`src/sfpi_map.svh`:
```
`ifndef SFPI_MAP_SVH
`define SFPI_MAP_SVH

// ==========================================
// timing
`define SFPI_CLK_NS 50
`define SFPI_RESET_PULSE_MIN_NS 1000
`define SFPI_RESET_PULSE_CYC \
  ((`SFPI_RESET_PULSE_MIN_NS + `SFPI_CLK_NS - 1) / `SFPI_CLK_NS)

// ==========================================
// address masks
`define SFPI_ADDR_ALL 24'hFFFFFF
`define SFPI_WRAP_MIN_MASK 24'h000007
`define SFPI_PAGE_MASK 24'h0000FF
`define SFPI_SECTOR_MASK 24'h000FFF
`define SFPI_BLOCK32_MASK 24'h007FFF
`define SFPI_BLOCK64_MASK 24'h00FFFF

// ==========================================
// pin positions in the synchroniser word
`define SFPI_PIN_SCLK 5
`define SFPI_PIN_CS 4
`define SFPI_PIN_WP 2
`define SFPI_PIN_D3 3

`endif

```
`src/sfpi_pkg.sv`:
```
package sfpi_pkg;

  typedef enum logic [1:0] {
    LK_IDLE   = 2'h0,
    LK_SEL    = 2'h1,
    LK_PAUSED = 2'h3,
    LK_RESET  = 2'h2
  } sfpi_link_t;

  typedef enum logic [1:0] {
    LN_ONE  = 2'h0,
    LN_TWO  = 2'h1,
    LN_FOUR = 2'h2
  } sfpi_lanes_t;

  typedef enum logic [2:0] {
    PH_INSTR = 3'h0,
    PH_ADDR0 = 3'h1,
    PH_ADDR1 = 3'h3,
    PH_ADDR2 = 3'h2,
    PH_DATA  = 3'h6
  } sfpi_phase_t;

  typedef enum logic [1:0] {
    ER_SECTOR  = 2'h0,
    ER_BLOCK32 = 2'h1,
    ER_BLOCK64 = 2'h2
  } sfpi_erase_t;

endpackage

```
`src/sfpi_sync.sv`:
```
`timescale 1ns/1ps
module sfpi_sync #(
  parameter int WIDTH = 6
) (
  // clock and reset
  input wire logic clk_i,
  input wire logic rst_n_i,
  // pins in, synchronised out
  input wire logic [WIDTH-1:0] d_i,
  output logic [WIDTH-1:0] q_o
);
  logic [WIDTH-1:0] meta_q;
  logic [WIDTH-1:0] meta_d;
  logic [WIDTH-1:0] sync_q;
  logic [WIDTH-1:0] sync_d;

  always_comb begin
    meta_d = d_i;
    sync_d = meta_q;
  end

  always_ff @(posedge clk_i or negedge rst_n_i) begin
    if (!rst_n_i) begin
      meta_q <= '0;
      sync_q <= '0;
    end else begin
      meta_q <= meta_d;
      sync_q <= sync_d;
    end
  end

  assign q_o = sync_q;
endmodule

```
`src/sfpi_top.sv`:
```
`timescale 1ns/1ps
`include "sfpi_map.svh"
module sfpi_top (
  // clock and reset
  input wire logic MCLK_I,
  input wire logic RST_N_I,
  // link pins
  input wire logic SCLK_I,
  input wire logic CS_N_I,
  input wire logic [3:0] DQ_I,
  output logic [3:0] DQ_O,
  output logic [3:0] DQ_OE_O,
  // configuration bits
  input wire logic QUAD_ENABLE_BIT_I,
  input wire logic PAUSE_OR_RESET_SELECT_I,
  input wire logic QUAD_INSTRUCTION_MODE_I,
  input wire logic STATUS_PROTECT_BIT0_I,
  input wire logic CONT_READ_I,
  input wire logic WRAP_EN_I,
  input wire logic [1:0] WRAP_SEL_I,
  input wire logic [1:0] ERASE_SEL_I,
  // command core side
  input wire logic [1:0] LANES_I,
  input wire logic TX_EN_I,
  input wire logic [7:0] TX_BYTE_I,
  input wire logic [7:0] PROG_OLD_I,
  output logic RX_VALID_O,
  output logic [7:0] RX_BYTE_O,
  output logic RX_IS_INSTR_O,
  output logic TX_LOAD_O,
  output logic ADDR_VALID_O,
  output logic [23:0] ADDR_O,
  output logic [23:0] ERASE_BASE_O,
  output logic [7:0] PROG_BYTE_O,
  // link status
  output logic SELECTED_O,
  output logic PAUSED_O,
  output logic HW_RESET_O,
  output logic STATUS_WRITE_BLOCK_O
);
  localparam logic [4:0] RST_CYC = 5'(`SFPI_RESET_PULSE_CYC);

  // ==========================================
  // pin synchronisers
  logic [5:0] pin_s;
  logic sclk_s;
  logic cs_s;
  logic [3:0] d_s;

  sfpi_sync #(.WIDTH(6)) u_sync (
    .clk_i(MCLK_I),
    .rst_n_i(RST_N_I),
    .d_i({SCLK_I, CS_N_I, DQ_I}),
    .q_o(pin_s)
  );

  assign sclk_s = pin_s[`SFPI_PIN_SCLK];
  assign cs_s = pin_s[`SFPI_PIN_CS];
  assign d_s = pin_s[3:0];

  // ==========================================
  // state
  sfpi_pkg::sfpi_link_t st_q, st_d;
  sfpi_pkg::sfpi_phase_t ph_q, ph_d, ph_nx;
  sfpi_pkg::sfpi_lanes_t lanes;
  logic sclk_prev_q, sclk_prev_d;
  logic seen_q, seen_d;
  logic [4:0] low_q, low_d;
  logic [2:0] cnt_q, cnt_d;
  logic [2:0] step;
  logic [7:0] rx_sh_q, rx_sh_d;
  logic [7:0] tx_sh_q, tx_sh_d;
  logic [7:0] nsh;
  logic [7:0] src;
  logic [3:0] dq_q, dq_d;
  logic [3:0] oe_q, oe_d;
  logic [23:0] addr_q, addr_d;
  logic [23:0] wmask;
  logic [23:0] emask;
  logic [23:0] erase_q, erase_d;
  logic [7:0] rx_byte_q, rx_byte_d;
  logic [7:0] prog_q, prog_d;
  logic rx_valid_q, rx_valid_d;
  logic instr_q, instr_d;
  logic tx_load_q, tx_load_d;
  logic addr_valid_q, addr_valid_d;
  logic sel_q, sel_d;
  logic paused_q, paused_d;
  logic hwrst_q, hwrst_d;
  logic block_q, block_d;
  logic sclk_rise;
  logic sclk_fall;
  logic pause_en;
  logic rst_en;
  logic pin3_low;

  assign sclk_rise = sclk_s & ~sclk_prev_q;
  assign sclk_fall = ~sclk_s & sclk_prev_q;
  assign pause_en = ~QUAD_ENABLE_BIT_I & ~PAUSE_OR_RESET_SELECT_I;
  assign rst_en = ~QUAD_ENABLE_BIT_I & PAUSE_OR_RESET_SELECT_I;
  assign pin3_low = ~d_s[`SFPI_PIN_D3];

  // stays inside the aligned window given by mask m
  function automatic logic [23:0] wrap_inc(input logic [23:0] a, input logic [23:0] m);
    wrap_inc = (a & ~m) | ((a + 24'h000001) & m);
  endfunction

  // ==========================================
  // next-state logic
  always_comb begin
    st_d = st_q;
    ph_d = ph_q;
    cnt_d = cnt_q;
    rx_sh_d = rx_sh_q;
    tx_sh_d = tx_sh_q;
    dq_d = dq_q;
    addr_d = addr_q;
    rx_byte_d = rx_byte_q;
    prog_d = prog_q;
    instr_d = instr_q;
    rx_valid_d = 1'b0;
    tx_load_d = 1'b0;
    addr_valid_d = 1'b0;
    nsh = rx_sh_q;
    src = tx_sh_q;
    sclk_prev_d = sclk_s;
    seen_d = seen_q | cs_s;
    // quad lanes need quad enable unless in quad-instruction mode
    if (QUAD_INSTRUCTION_MODE_I) begin
      lanes = sfpi_pkg::LN_FOUR;
    end else if (LANES_I == sfpi_pkg::LN_FOUR && !QUAD_ENABLE_BIT_I) begin
      lanes = sfpi_pkg::LN_ONE;
    end else if (LANES_I == sfpi_pkg::LN_FOUR || LANES_I == sfpi_pkg::LN_TWO) begin
      lanes = sfpi_pkg::sfpi_lanes_t'(LANES_I);
    end else begin
      lanes = sfpi_pkg::LN_ONE;
    end
    step = 3'h1 << lanes;
    case (ph_q)
      sfpi_pkg::PH_INSTR: ph_nx = sfpi_pkg::PH_ADDR0;
      sfpi_pkg::PH_ADDR0: ph_nx = sfpi_pkg::PH_ADDR1;
      sfpi_pkg::PH_ADDR1: ph_nx = sfpi_pkg::PH_ADDR2;
      default: ph_nx = sfpi_pkg::PH_DATA;
    endcase
    wmask = WRAP_EN_I ? ((`SFPI_WRAP_MIN_MASK << WRAP_SEL_I) | `SFPI_WRAP_MIN_MASK)
                      : `SFPI_ADDR_ALL;
    if (rst_en && pin3_low) begin
      low_d = (low_q == RST_CYC) ? low_q : 5'(low_q + 5'h01);
    end else begin
      low_d = 5'h00;
    end
    case (st_q)
      sfpi_pkg::LK_IDLE: begin
        // a low select without an earlier high sample is not a select edge
        if (seen_q && !cs_s) begin
          st_d = sfpi_pkg::LK_SEL;
          cnt_d = 3'h0;
          ph_d = CONT_READ_I ? sfpi_pkg::PH_ADDR0 : sfpi_pkg::PH_INSTR;
        end
      end
      sfpi_pkg::LK_SEL: begin
        if (cs_s) begin
          st_d = sfpi_pkg::LK_IDLE;
        end else if (pause_en && pin3_low) begin
          st_d = sfpi_pkg::LK_PAUSED;
        end else begin
          if (sclk_rise) begin
            cnt_d = 3'(cnt_q + step);
            if (!TX_EN_I) begin
              case (lanes)
                sfpi_pkg::LN_FOUR: nsh = {rx_sh_q[3:0], d_s};
                sfpi_pkg::LN_TWO: nsh = {rx_sh_q[5:0], d_s[1:0]};
                default: nsh = {rx_sh_q[6:0], d_s[0]};
              endcase
              rx_sh_d = nsh;
              if (cnt_d == 3'h0) begin
                rx_valid_d = 1'b1;
                rx_byte_d = nsh;
                instr_d = (ph_q == sfpi_pkg::PH_INSTR);
                ph_d = ph_nx;
                addr_valid_d = (ph_q == sfpi_pkg::PH_ADDR2);
                if (ph_q == sfpi_pkg::PH_DATA) begin
                  prog_d = nsh & PROG_OLD_I;
                  addr_d = wrap_inc(addr_q, `SFPI_PAGE_MASK);
                end else if (ph_q != sfpi_pkg::PH_INSTR) begin
                  addr_d = {addr_q[15:0], nsh};
                end
              end
            end
          end
          if (sclk_fall && TX_EN_I) begin
            src = (cnt_q == 3'h0) ? TX_BYTE_I : tx_sh_q;
            if (cnt_q == 3'h0) begin
              tx_load_d = 1'b1;
              if (ph_q == sfpi_pkg::PH_DATA) begin
                addr_d = wrap_inc(addr_q, wmask);
              end
            end
            case (lanes)
              sfpi_pkg::LN_FOUR: begin
                dq_d = src[7:4];
                tx_sh_d = {src[3:0], 4'h0};
              end
              sfpi_pkg::LN_TWO: begin
                dq_d = {2'h0, src[7:6]};
                tx_sh_d = {src[5:0], 2'h0};
              end
              default: begin
                dq_d = {2'h0, src[7], 1'b0};
                tx_sh_d = {src[6:0], 1'b0};
              end
            endcase
          end
        end
      end
      sfpi_pkg::LK_PAUSED: begin
        // shift, count and phase are left alone here
        if (cs_s) begin
          st_d = sfpi_pkg::LK_IDLE;
        end else if (!(pause_en && pin3_low)) begin
          st_d = sfpi_pkg::LK_SEL;
        end
      end
      sfpi_pkg::LK_RESET: begin
        if (!(rst_en && pin3_low)) begin
          st_d = sfpi_pkg::LK_IDLE;
        end
      end
      default: st_d = sfpi_pkg::LK_IDLE;
    endcase
    // reset pin wins over everything else on the link
    if (st_q != sfpi_pkg::LK_RESET && rst_en && pin3_low && low_q == RST_CYC - 5'h01) begin
      st_d = sfpi_pkg::LK_RESET;
      ph_d = sfpi_pkg::PH_INSTR;
      cnt_d = 3'h0;
      rx_sh_d = 8'h00;
      tx_sh_d = 8'h00;
      seen_d = 1'b0;
    end
    if (st_d == sfpi_pkg::LK_SEL && TX_EN_I) begin
      case (lanes)
        sfpi_pkg::LN_FOUR: oe_d = 4'hF;
        sfpi_pkg::LN_TWO: oe_d = 4'h3;
        default: oe_d = 4'h2;
      endcase
    end else begin
      oe_d = 4'h0;
    end
    case (sfpi_pkg::sfpi_erase_t'(ERASE_SEL_I))
      sfpi_pkg::ER_BLOCK32: emask = `SFPI_BLOCK32_MASK;
      sfpi_pkg::ER_BLOCK64: emask = `SFPI_BLOCK64_MASK;
      default: emask = `SFPI_SECTOR_MASK;
    endcase
    erase_d = addr_q & ~emask;
    sel_d = (st_d == sfpi_pkg::LK_SEL) || (st_d == sfpi_pkg::LK_PAUSED);
    paused_d = (st_d == sfpi_pkg::LK_PAUSED);
    hwrst_d = (st_d == sfpi_pkg::LK_RESET);
    // protect pin only counts while quad enable is clear, even when quad-instruction mode makes line 2 a data line
    block_d = STATUS_PROTECT_BIT0_I & ~d_s[`SFPI_PIN_WP] & ~QUAD_ENABLE_BIT_I;
  end

  // ==========================================
  // registers
  always_ff @(posedge MCLK_I or negedge RST_N_I) begin
    if (!RST_N_I) begin
      st_q <= sfpi_pkg::LK_IDLE;
      ph_q <= sfpi_pkg::PH_INSTR;
      sclk_prev_q <= 1'b0;
      seen_q <= 1'b0;
      low_q <= 5'h00;
      cnt_q <= 3'h0;
      rx_sh_q <= 8'h00;
      tx_sh_q <= 8'h00;
      dq_q <= 4'h0;
      oe_q <= 4'h0;
      addr_q <= 24'h000000;
      erase_q <= 24'h000000;
      rx_byte_q <= 8'h00;
      prog_q <= 8'h00;
      rx_valid_q <= 1'b0;
      instr_q <= 1'b0;
      tx_load_q <= 1'b0;
      addr_valid_q <= 1'b0;
      sel_q <= 1'b0;
      paused_q <= 1'b0;
      hwrst_q <= 1'b0;
      block_q <= 1'b0;
    end else begin
      st_q <= st_d;
      ph_q <= ph_d;
      sclk_prev_q <= sclk_prev_d;
      seen_q <= seen_d;
      low_q <= low_d;
      cnt_q <= cnt_d;
      rx_sh_q <= rx_sh_d;
      tx_sh_q <= tx_sh_d;
      dq_q <= dq_d;
      oe_q <= oe_d;
      addr_q <= addr_d;
      erase_q <= erase_d;
      rx_byte_q <= rx_byte_d;
      prog_q <= prog_d;
      rx_valid_q <= rx_valid_d;
      instr_q <= instr_d;
      tx_load_q <= tx_load_d;
      addr_valid_q <= addr_valid_d;
      sel_q <= sel_d;
      paused_q <= paused_d;
      hwrst_q <= hwrst_d;
      block_q <= block_d;
    end
  end

  assign DQ_O = dq_q;
  assign DQ_OE_O = oe_q;
  assign RX_VALID_O = rx_valid_q;
  assign RX_BYTE_O = rx_byte_q;
  assign RX_IS_INSTR_O = instr_q;
  assign TX_LOAD_O = tx_load_q;
  assign ADDR_VALID_O = addr_valid_q;
  assign ADDR_O = addr_q;
  assign ERASE_BASE_O = erase_q;
  assign PROG_BYTE_O = prog_q;
  assign SELECTED_O = sel_q;
  assign PAUSED_O = paused_q;
  assign HW_RESET_O = hwrst_q;
  assign STATUS_WRITE_BLOCK_O = block_q;
endmodule

```
`config.mk`:
```
export PLATFORM = sky130hd
export DESIGN_NAME = sfpi_top
export DESIGN_NICKNAME = d
export VERILOG_FILES = /design/src/sfpi_pkg.sv /design/src/sfpi_sync.sv /design/src/sfpi_top.sv
export VERILOG_INCLUDE_DIRS = /design/src
export SDC_FILE = /design/constraint.sdc
export NUM_CORES = 1
export LEC_CHECK = 0
export BUFFER_PORTS_ARGS = -buffer_cell sky130_fd_sc_hd__buf_4
export CORE_MARGIN = 4
export CORE_UTILIZATION = 57
export CTS_BUF_LIST = sky130_fd_sc_hd__clkbuf_2 sky130_fd_sc_hd__clkbuf_4 sky130_fd_sc_hd__clkbuf_8
export CTS_CLUSTER_SIZE = 16
export DETAILED_ROUTE_END_ITERATION = 10
export PLACE_DENSITY = 0.83
export SKIP_CTS_REPAIR_TIMING = 1
export SLEW_MARGIN = 20
export SYNTH_ARGS = -nofsm -noshare
export SYNTH_HDL_FRONTEND = slang
export SYNTH_SLANG_ARGS = --single-unit
```
`constraint.sdc`:
```
create_clock -name MCLK_I -period 3.2 [get_ports MCLK_I]
set_input_delay 0.32 -clock MCLK_I [delete_from_list [all_inputs] [get_ports MCLK_I]]
set_output_delay 0.32 -clock MCLK_I [all_outputs]
set_load 0.03 [all_outputs]
```
After elaboration in Yosys (flattened, before gate mapping)
Cells that the tools add are included.

Add/subtract/negate cells: 3. Multipliers: 0. Div/mod/pow operators: 0. Magnitude comparators: 0. Eq/ne operators: 29. Shift-type cells: 2. Multiplexer cells: 79. Bitwise gates (word level): 24. Reductions and logical operators: 30.

Operator list (count): $mux W24 (9); $mux W8 (11); $and A24 B24 Y24 (3); $not A24 Y24 (2); $mux W7 (6); $mux W3 (12); $pmux W16 S2 (1); $pmux W8 S2 (2); $add A24 B1 Y24 const B (1); $or A24 B24 Y24 (1); $or A24 B8 Y24 (1); $shl A3 B2 Y24 const A (1); $mux W2 (10); $mux W1 (19); $ne A3 B3 Y1 const B (6); $pmux W4 S2 (2); $eq A2 B2 Y1 const B (7); $reduce_and A7 Y1 (2); $pmux W3 S2 (2); $eq A2 B1 Y1 const B (5); $eq A5 B5 Y1 const B (2); $mux W5 (2); $reduce_and A5 Y1 (2); $logic_and A1 B1 Y1 (9); 24 further kinds (49).

Register bits after elaboration: 122. Latch bits: 0. Memory bits (writable): 0. Bits in read-only memories: 0. Bits of input ports: 37. Word-level logic and storage cells: 191. Memories: 0.

Longest topological paths before layout
Gate-level depths: netlist of run 1.

Word-level depth: 20. Mapped depth: 13. Gate-level depth less buffers: 12.

Hierarchy
From an unflattened synthesis of run 1, not the netlist that was laid out.

Cell total of the unflattened synthesis: 570. Area, all modules: 5475.3 sq um.

Modules (own cells, without submodules): sfpi_top (instances 1, cells an instance 558, area each 5175.0 sq um, sequential area each 2377.3 sq um); sfpi_sync (instances 1, cells an instance 12, area each 300.3 sq um, sequential area each 300.3 sq um).

Worst setup path before layout of run 1
No wires, ideal clock.

Path type: input -> register. From: input port QUAD_INSTRUCTION_MODE_I. To: register (tool-made name). Library setup time: 0.120 ns. Arrival: 2.730 ns. Setup slack: 0.349 ns. Stages: 10. Path through: or3_1 -> ha_1 -> ha_1 -> fa_1 -> xnor3_1 -> nand3_1 -> buf_2 -> o22ai_1 -> a31o_2 -> a31o_2.

RTL lines: from (decl) (line sfpi_top.sv:16) `input wire logic QUAD_INSTRUCTION_MODE_I,`.

==> results of run 1 <==
[worst max-delay path by stage]
stage,start,end,cells past startpoint
after floorplan,QUAD_INSTRUCTION_MODE_I,flop,10
after global placement,QUAD_INSTRUCTION_MODE_I,flop,11
after detailed placement,QUAD_INSTRUCTION_MODE_I,flop,11
after CTS,QUAD_INSTRUCTION_MODE_I,flop,11
after global routing,QUAD_INSTRUCTION_MODE_I,flop,12
final,QUAD_INSTRUCTION_MODE_I,flop,11
[cell families after synthesis]
family | count (synthesis)
XOR/XNOR | 8
AO/OA/AOI/OAI | 148
AND/OR/NAND/NOR | 208
adder cells (fa/ha/maj) | 9
other | 1
buffers and inverters | 74
flip-flops | 107
multiplexers | 20
[per-stage QoR]
step           setup TNS, ps  util (%)  instance area, um2  instances
6_report                   0      70.3                6590        802
3_5_place_dp           -83.1      68.2                6390        786
5_1_grt                    0      70.3                6590        802
4_1_cts                    0      70.2                6580        802
2_1_floorplan              0         -                5620        586
3_3_place_gp               0      68.2                6390        786
[layout make-up]
| type | count | area (um2) |
|---|---|---|
| Timing Repair Buffer | 123 | 927 |
| Multi-Input combinational cell | 405 | 2540 |
| Tap cell | 129 | 161 |
| Fill cell | 743 | 2790 |
| Inverter | 22 | 83.8 |
| Clock inverter | 7 | 66.3 |
| Sequential cell | 107 | 2680 |
| Clock buffer | 9 | 124 |
[cell usage after synthesis (4+ instances only)]
| cell | count |
|---|---|
| sky130_fd_sc_hd__mux2_2 | 5 |
| sky130_fd_sc_hd__nand3_1 | 20 |
| sky130_fd_sc_hd__mux2i_1 | 15 |
| sky130_fd_sc_hd__nand2_1 | 62 |
| sky130_fd_sc_hd__a21o_1 | 4 |
| sky130_fd_sc_hd__a31o_2 | 5 |
| sky130_fd_sc_hd__nor3_1 | 14 |
| sky130_fd_sc_hd__a21oi_1 | 35 |
| sky130_fd_sc_hd__or3_1 | 4 |
| sky130_fd_sc_hd__a211oi_1 | 11 |
| sky130_fd_sc_hd__ha_1 | 8 |
| sky130_fd_sc_hd__a32o_1 | 9 |
| sky130_fd_sc_hd__nand4_1 | 13 |
| sky130_fd_sc_hd__buf_2 | 17 |
| sky130_fd_sc_hd__buf_4 | 23 |
| sky130_fd_sc_hd__nor4_1 | 5 |
| sky130_fd_sc_hd__o21a_1 | 4 |
| sky130_fd_sc_hd__a22oi_1 | 9 |
| sky130_fd_sc_hd__o21ai_0 | 26 |
| sky130_fd_sc_hd__o22ai_1 | 9 |
| sky130_fd_sc_hd__inv_1 | 21 |
| sky130_fd_sc_hd__and3_1 | 6 |
| sky130_fd_sc_hd__clkbuf_1 | 10 |
| sky130_fd_sc_hd__dfrtp_1 | 107 |
| sky130_fd_sc_hd__and2_1 | 5 |
| sky130_fd_sc_hd__xnor2_1 | 4 |
| sky130_fd_sc_hd__nor2_1 | 48 |
[power by group]
part           internal, W  switching, W  total [W]
combinational     0.000608      0.000950    0.00156
clock             0.000304      0.000515   0.000819
sequential         0.00161      0.000356    0.00196
[worst max-delay path, stage by stage]
cell and delay, ps:
sky130_fd_sc_hd__buf_4 110, sky130_fd_sc_hd__or3_1 420, sky130_fd_sc_hd__ha_1 220, sky130_fd_sc_hd__ha_1 190, sky130_fd_sc_hd__fa_1 410, sky130_fd_sc_hd__xnor3_1 450
sky130_fd_sc_hd__nand3_1 90, sky130_fd_sc_hd__buf_4 200, sky130_fd_sc_hd__nor2_1 420, sky130_fd_sc_hd__a22o_1 240, sky130_fd_sc_hd__a2bb2oi_2 50
[routing by layer]
layer	vias up	track usage, %	part of all wire, %
li1	2235	-	-
met1	2352	32.7	40
met2	228	43.4	51
met3	33	4.09	7.0
met4	0	8.58	2.1
met5	-	0	0
==> summary by stage, run 1 <==
Run status
The run finished, with violations left. The final reports fail on negative hold slack.

Route
Summing over every cut layer, the via total after detailed routing is 4,848. The DRC violation count after routing is 0. The starting DRC count in detailed routing is 309. The first TritonRoute pass finished after 6 iterations.

Dividing the detail-routed wire length by the instance count gives 17.5 um. The remaining number of nets flagged by the antenna check after routing is 0. The routed design has 14,100 um of wire. The detailed-route vias per instance is 6.04.

Timing
The minimum hold slack is -41.1 ps. The final-report max-slew violation count is 0. The clock period could shrink to 2890 ps. The headroom to the max-slew limit is 40.9%. Setup violations remaining at the end of the flow were counted as 0.

For the pin with the worst max-slew slack, the measured transition is 886 ps. Setup repair after global routing left no endpoint under its margin. Setup slack closes at 307 ps. The clock arrives with 17.6 ps of skew.

The ratio of final minimum period to clock period is 90.4%. The number of failing hold endpoints at the final stage is 37. Timing would allow up to 346 MHz.

Run
The max-capacitance violation count is 0.

Final layout
The number of antenna diodes in the final layout is 0. The library cells used most frequently in the layout, excluding fill and tap cells, are sky130_fd_sc_hd__buf_4 (122), sky130_fd_sc_hd__dfrtp_1 (107), sky130_fd_sc_hd__nand2_1 (62). The net count of the finished layout is 714.

The area growth from synthesis to final layout is 18.1%. The fraction of layout cells with a size suffix above 1 is 25.4%. The commonest non-fill, non-tap cell in the layout is sky130_fd_sc_hd__buf_4.

Setup path
The depth of the worst register-to-register path is 8. The startpoint identified for the worst register-to-register timing path is cnt_q[0]. The minimum setup slack among reg-to-reg paths is 550 ps. The worst setup path is captured at a flop. The worst setup path is launched from a primary input. The required time of the worst setup path is 3440 ps.

The critical path in this run is classified as primary input to flop. The worst path arrival time is 3140 ps. The largest fanout on the critical path is 11.

Placement
At the end of routability-driven placement, the weighted congestion stood at 0.906. Before CTS, the worst setup slack after placement is -49.0 ps. Buffers placed on the I/O ports in this run total 104. The wire-length estimate of the detail-placed layout is 10,300 um.

Logic synthesis
Dividing the synthesized area by the synthesized cell count gives 9.70 um2. The number of library cell types mapped by synthesis is 76. Yosys printed 0 warnings.

Measured against the total synthesized area, the mux share comes to 3.70%. The adder-cell share of the synthesized area is 2.15%. Of the synthesized area, sequential elements account for 48.0%. The combinational family with the most area after synthesis is simple AND/OR/NAND/NOR gates. The synthesized design contains 0 enable-type register cells. The xor/xnor cell area share of the yosys netlist is 1.50%. The top cell type by area accounts for 48.0% of the synthesized area. Of all flip-flops after synthesis, the portion carrying an async set or reset was 100%. Among all flip-flop cells after synthesis, the most frequent one is sky130_fd_sc_hd__dfrtp_1.

The register bit count reported by yosys is 107. After synthesis the cells add up to 5580 um2. In the synthesized netlist, the number of instances is 575. The synthesized netlist devotes 18.3% of its cell area to compound gates. By area the synthesized netlist is led by sky130_fd_sc_hd__dfrtp_1 (48%), sky130_fd_sc_hd__nand2_1 (4.2%), sky130_fd_sc_hd__nor2_1 (3.2%). Summing the areas of all and, or, nand and nor instances in the mapped netlist gives 19.2% of the synthesized area.

The cell taking the most area after synthesis is sky130_fd_sc_hd__dfrtp_1.

Global route
The total overflow left after global routing is 0. The via count of the first global-routing pass was 4,740. The total global-route track usage is 25.3%.

Entering global routing, the biggest net connects 83 pins. The first global-routing pass estimated 23,300 um of wire. The initial antenna violation count is 0.

Clock network
At the later pin of the worst-skew pair, clock insertion delay measures 380 ps. Clock-pin slew was measured on the worst setup and hold paths at 110 ps. The root buffer selected by CTS is sky130_fd_sc_hd__clkbuf_8.

The maximum clock path buffer count is 2. The maximum level of the CTS H-tree is 3. The TritonCTS clock tree is yes.

For this design, the sink count on the clock tree is 107. The number of buffers inserted during clock tree synthesis is 9.

Power
The worst-case IR drop observed on VDD is 0.317 mV. For this design the static power due to leakage is 3.14 nW. The design draws 0.00434 W. Power spread over the standard cell area amounts to 659 nW/um2.

Floorplanning
The die covers 11,400 um2. Once the floorplan was initialized, standard cells occupied 59.5% of the core. 117 I/O pins were placed. The horizontal extent of the die is 107 um. The initialized floorplan defines 35 standard-cell rows. The overall die height is 107 um. The floorplan step defined a core boundary enclosing 9370 um2.

Min path
The class of the worst hold path is primary input to async pin.
Note: power is estimated with default switching activity, not from simulation.
==> run 2: changes to the inputs <==
- REMOVE_ABC_BUFFERS: unset -> 1
==> run 2 against run 1 <==
Against the previous run: the run now ends clean; via count increased by 2.6%; cell area increased by 0.51%; sequential power about the same; first-iteration DRC count increased by 56%; sequential share of layout area decreased by 0.21 points.
==> summary by stage, run 2 (synthesized netlist as in run 1, its figures left out) <==
Setup path
Traced cell by cell, the critical path runs through buf_4 -> or3_1 -> ha_1 -> ha_1 -> fa_1 -> xnor3_1 -> and2_1 -> nand3_1 -> nor2_1 -> a32o_1. The depth of the worst register-to-register path is 7. Data arrives at the worst endpoint at 3230 ps. The cell repeated most along the worst path is sky130_fd_sc_hd__ha_1.

The cell type of the slowest stage on the worst timing path is sky130_fd_sc_hd__xnor3_1. The worst setup path is captured at a flop. At the worst endpoint, the required time is 3510 ps. The critical path is of the primary input to flop type. For this run, the slowest stage of the critical path takes 480 ps. The worst register-to-register path begins at cnt_q[0]. In this run the worst path has a maximum fanout of 7.

The reg-to-reg critical path endpoint is PROG_BYTE_O[1]. The worst setup path is launched from a primary input. The minimum setup slack among reg-to-reg paths is 570 ps.

Timing
Setup repair after global routing left no endpoint under its margin. The number of failing hold endpoints at the final stage is 0. Static timing analysis puts the maximum clock frequency at 343 MHz. Of the available clock period, the critical path in the final layout requires 91.2%. The final sum of negative setup slack is 0 ps. The final-report max-slew violation count is 0.

The pin slew with the least headroom to its limit is 753 ps. Setup slack closes at 281 ps. Headroom to the max-slew limit came out at 49.8%. The post-layout minimum cycle time is 2920 ps. The clock tree skew after final layout is 11.7 ps.

Setup violations remaining at the end of the flow were counted as 0.

Clock network
The tree is rooted in a sky130_fd_sc_hd__clkbuf_8. The TritonCTS clock tree is yes. The maximum clock path buffer count is 2. The latest clock arrival within the worst-skew pair is 370 ps. CTS saw 107 sinks.

After clock tree synthesis, the clock-pin slew on the worst setup and hold paths is 90 ps. The maximum level of the CTS H-tree is 3. Counting the buffers created by CTS gives 9.

Run
The tool flagged a number of max-cap violations equal to 0.

Global route
The total global-route track usage is 26.2%. The initial antenna violation count is 0. The global-route wire length before repair is 24,000 um. The total overflow left after global routing is 0. The via count of the first global-routing pass came to 4,851. The pin count of the biggest net entering global routing is 62.

Power
The analysis attributes to cell leakage a power of 3.17 nW. The total chip power is 0.00438 W. The power per cell area is 662 nW/um2.

The peak supply drop is 0.336 mV.

Route
After detailed routing, the average wire length per cell comes to 18.1 um. Once detail routing completed, the nets flagged for antenna violations numbered 0. The total via count in the routed design is 4,974. The first detailed-routing pass ran for 6 iterations. In this run, the number of DRC markers left after iteration 0 of detailed routing was 482. The routed wire length is 14,600 um. The detailed-route vias per instance is 6.17. The DRC violation count after routing is 0.

Floorplanning
The number of placement rows is 35. The initial cell density of the core is 59.5%. The horizontal extent of the die is 107 um. The region available for standard cell placement spans 9370 um2.

The overall die height is 107 um. The full die area is 11,400 um2. 117 I/O pins were placed.

Final layout
The number of cells in the finished layout apart from fillers is 806. The final layout contains 718 nets. The area growth from synthesis to layout is 18.7%.

Cells fill 70.6% of the core in the end. In the layout the commonest cells are sky130_fd_sc_hd__buf_4 (127), sky130_fd_sc_hd__dfrtp_1 (107), sky130_fd_sc_hd__nand2_1 (62). Of the cells placed in the final design, the portion with a size suffix greater than 1 is 25.8%. The library cell used most frequently in the layout, excluding fill and tap cells, is sky130_fd_sc_hd__buf_4.

The antenna diode count is 0.

Min path
In this run the worst hold path is classified as primary input to async pin.

Placement
The count of placed standard cells including taps is 790. The post-detailed-placement half-perimeter wirelength is 10,400 um. The minimum setup slack after placement is -83.2 ps. The quantity of I/O buffers inserted on ports is 104.

The final estimated routing congestion in global placement is 0.913.

Run status
The run finished with clean final reports.
run 2: cell count changes in the layout (fill, tap and decap cells not counted):
cell	before	now
sky130_fd_sc_hd__clkinv_2	1	2
sky130_fd_sc_hd__bufinv_16	0	1
sky130_fd_sc_hd__inv_8	3	0
sky130_fd_sc_hd__clkinvlp_4	2	1
sky130_fd_sc_hd__inv_6	1	0
sky130_fd_sc_hd__buf_4	122	127
sky130_fd_sc_hd__buf_6	1	0
sky130_fd_sc_hd__clkbuf_4	0	3
run 2: metal layers:
metal	track usage, %	share of wire (%)	wire length, um
met1	34.8	40	5910
met2	43.9	48	7030
met3	4.64	9.1	1330
met4	8.49	2.3	339
met5	0	0	0
run 2: worst max-delay path: cells and delay by family:
family | cells | cell delay [ps]
adders and majority gates | 3 | 830
xor gates and xnor gates | 1 | 480
and+or+nand+nor | 4 | 1240
buffers and inverters | 1 | 110
AOI/OAI and AO/OA | 1 | 250
run 2: power by group:
part / internal, W / switching [W] / leakage [nW] / total [W]
Clock: 0.000389 / 0.000446 / 0.101 / 0.000835
Sequential: 0.00161 / 0.000363 / 1.40 / 0.00197
Combinational: 0.000611 / 0.000965 / 1.67 / 0.00158
run 2: area by class of cell:
cell class,instances,area [um2]
tap,129,161
clock buffer,12,146
multi-input combinational,405,2540
sequential,107,2680
fill,716,2750
clock inverter,4,51.3
timing repair buffer,127,953
inverter,22,83.8
run 2: worst max path at each step:
stage                                 start        endpoint  depth (start not counted)
finish              QUAD_INSTRUCTION_MODE_I  PROG_BYTE_O[1]                         10
global route        QUAD_INSTRUCTION_MODE_I  PROG_BYTE_O[4]                         10
CTS                 QUAD_INSTRUCTION_MODE_I  PROG_BYTE_O[4]                         10
detailed placement  QUAD_INSTRUCTION_MODE_I  PROG_BYTE_O[4]                         10
global placement    QUAD_INSTRUCTION_MODE_I            flop                         11
floorplan           QUAD_INSTRUCTION_MODE_I  PROG_BYTE_O[3]                          9
run 2: metrics by stage:
stage / area (um2) / hold slack (ps)
finish: 6620 / 20.6
global route: 6620 / 20.5
CTS: 6620 / 41.4
detailed placement: 6420 / 336
global placement: 6420 / 333
floorplan: 5310 / 24.4
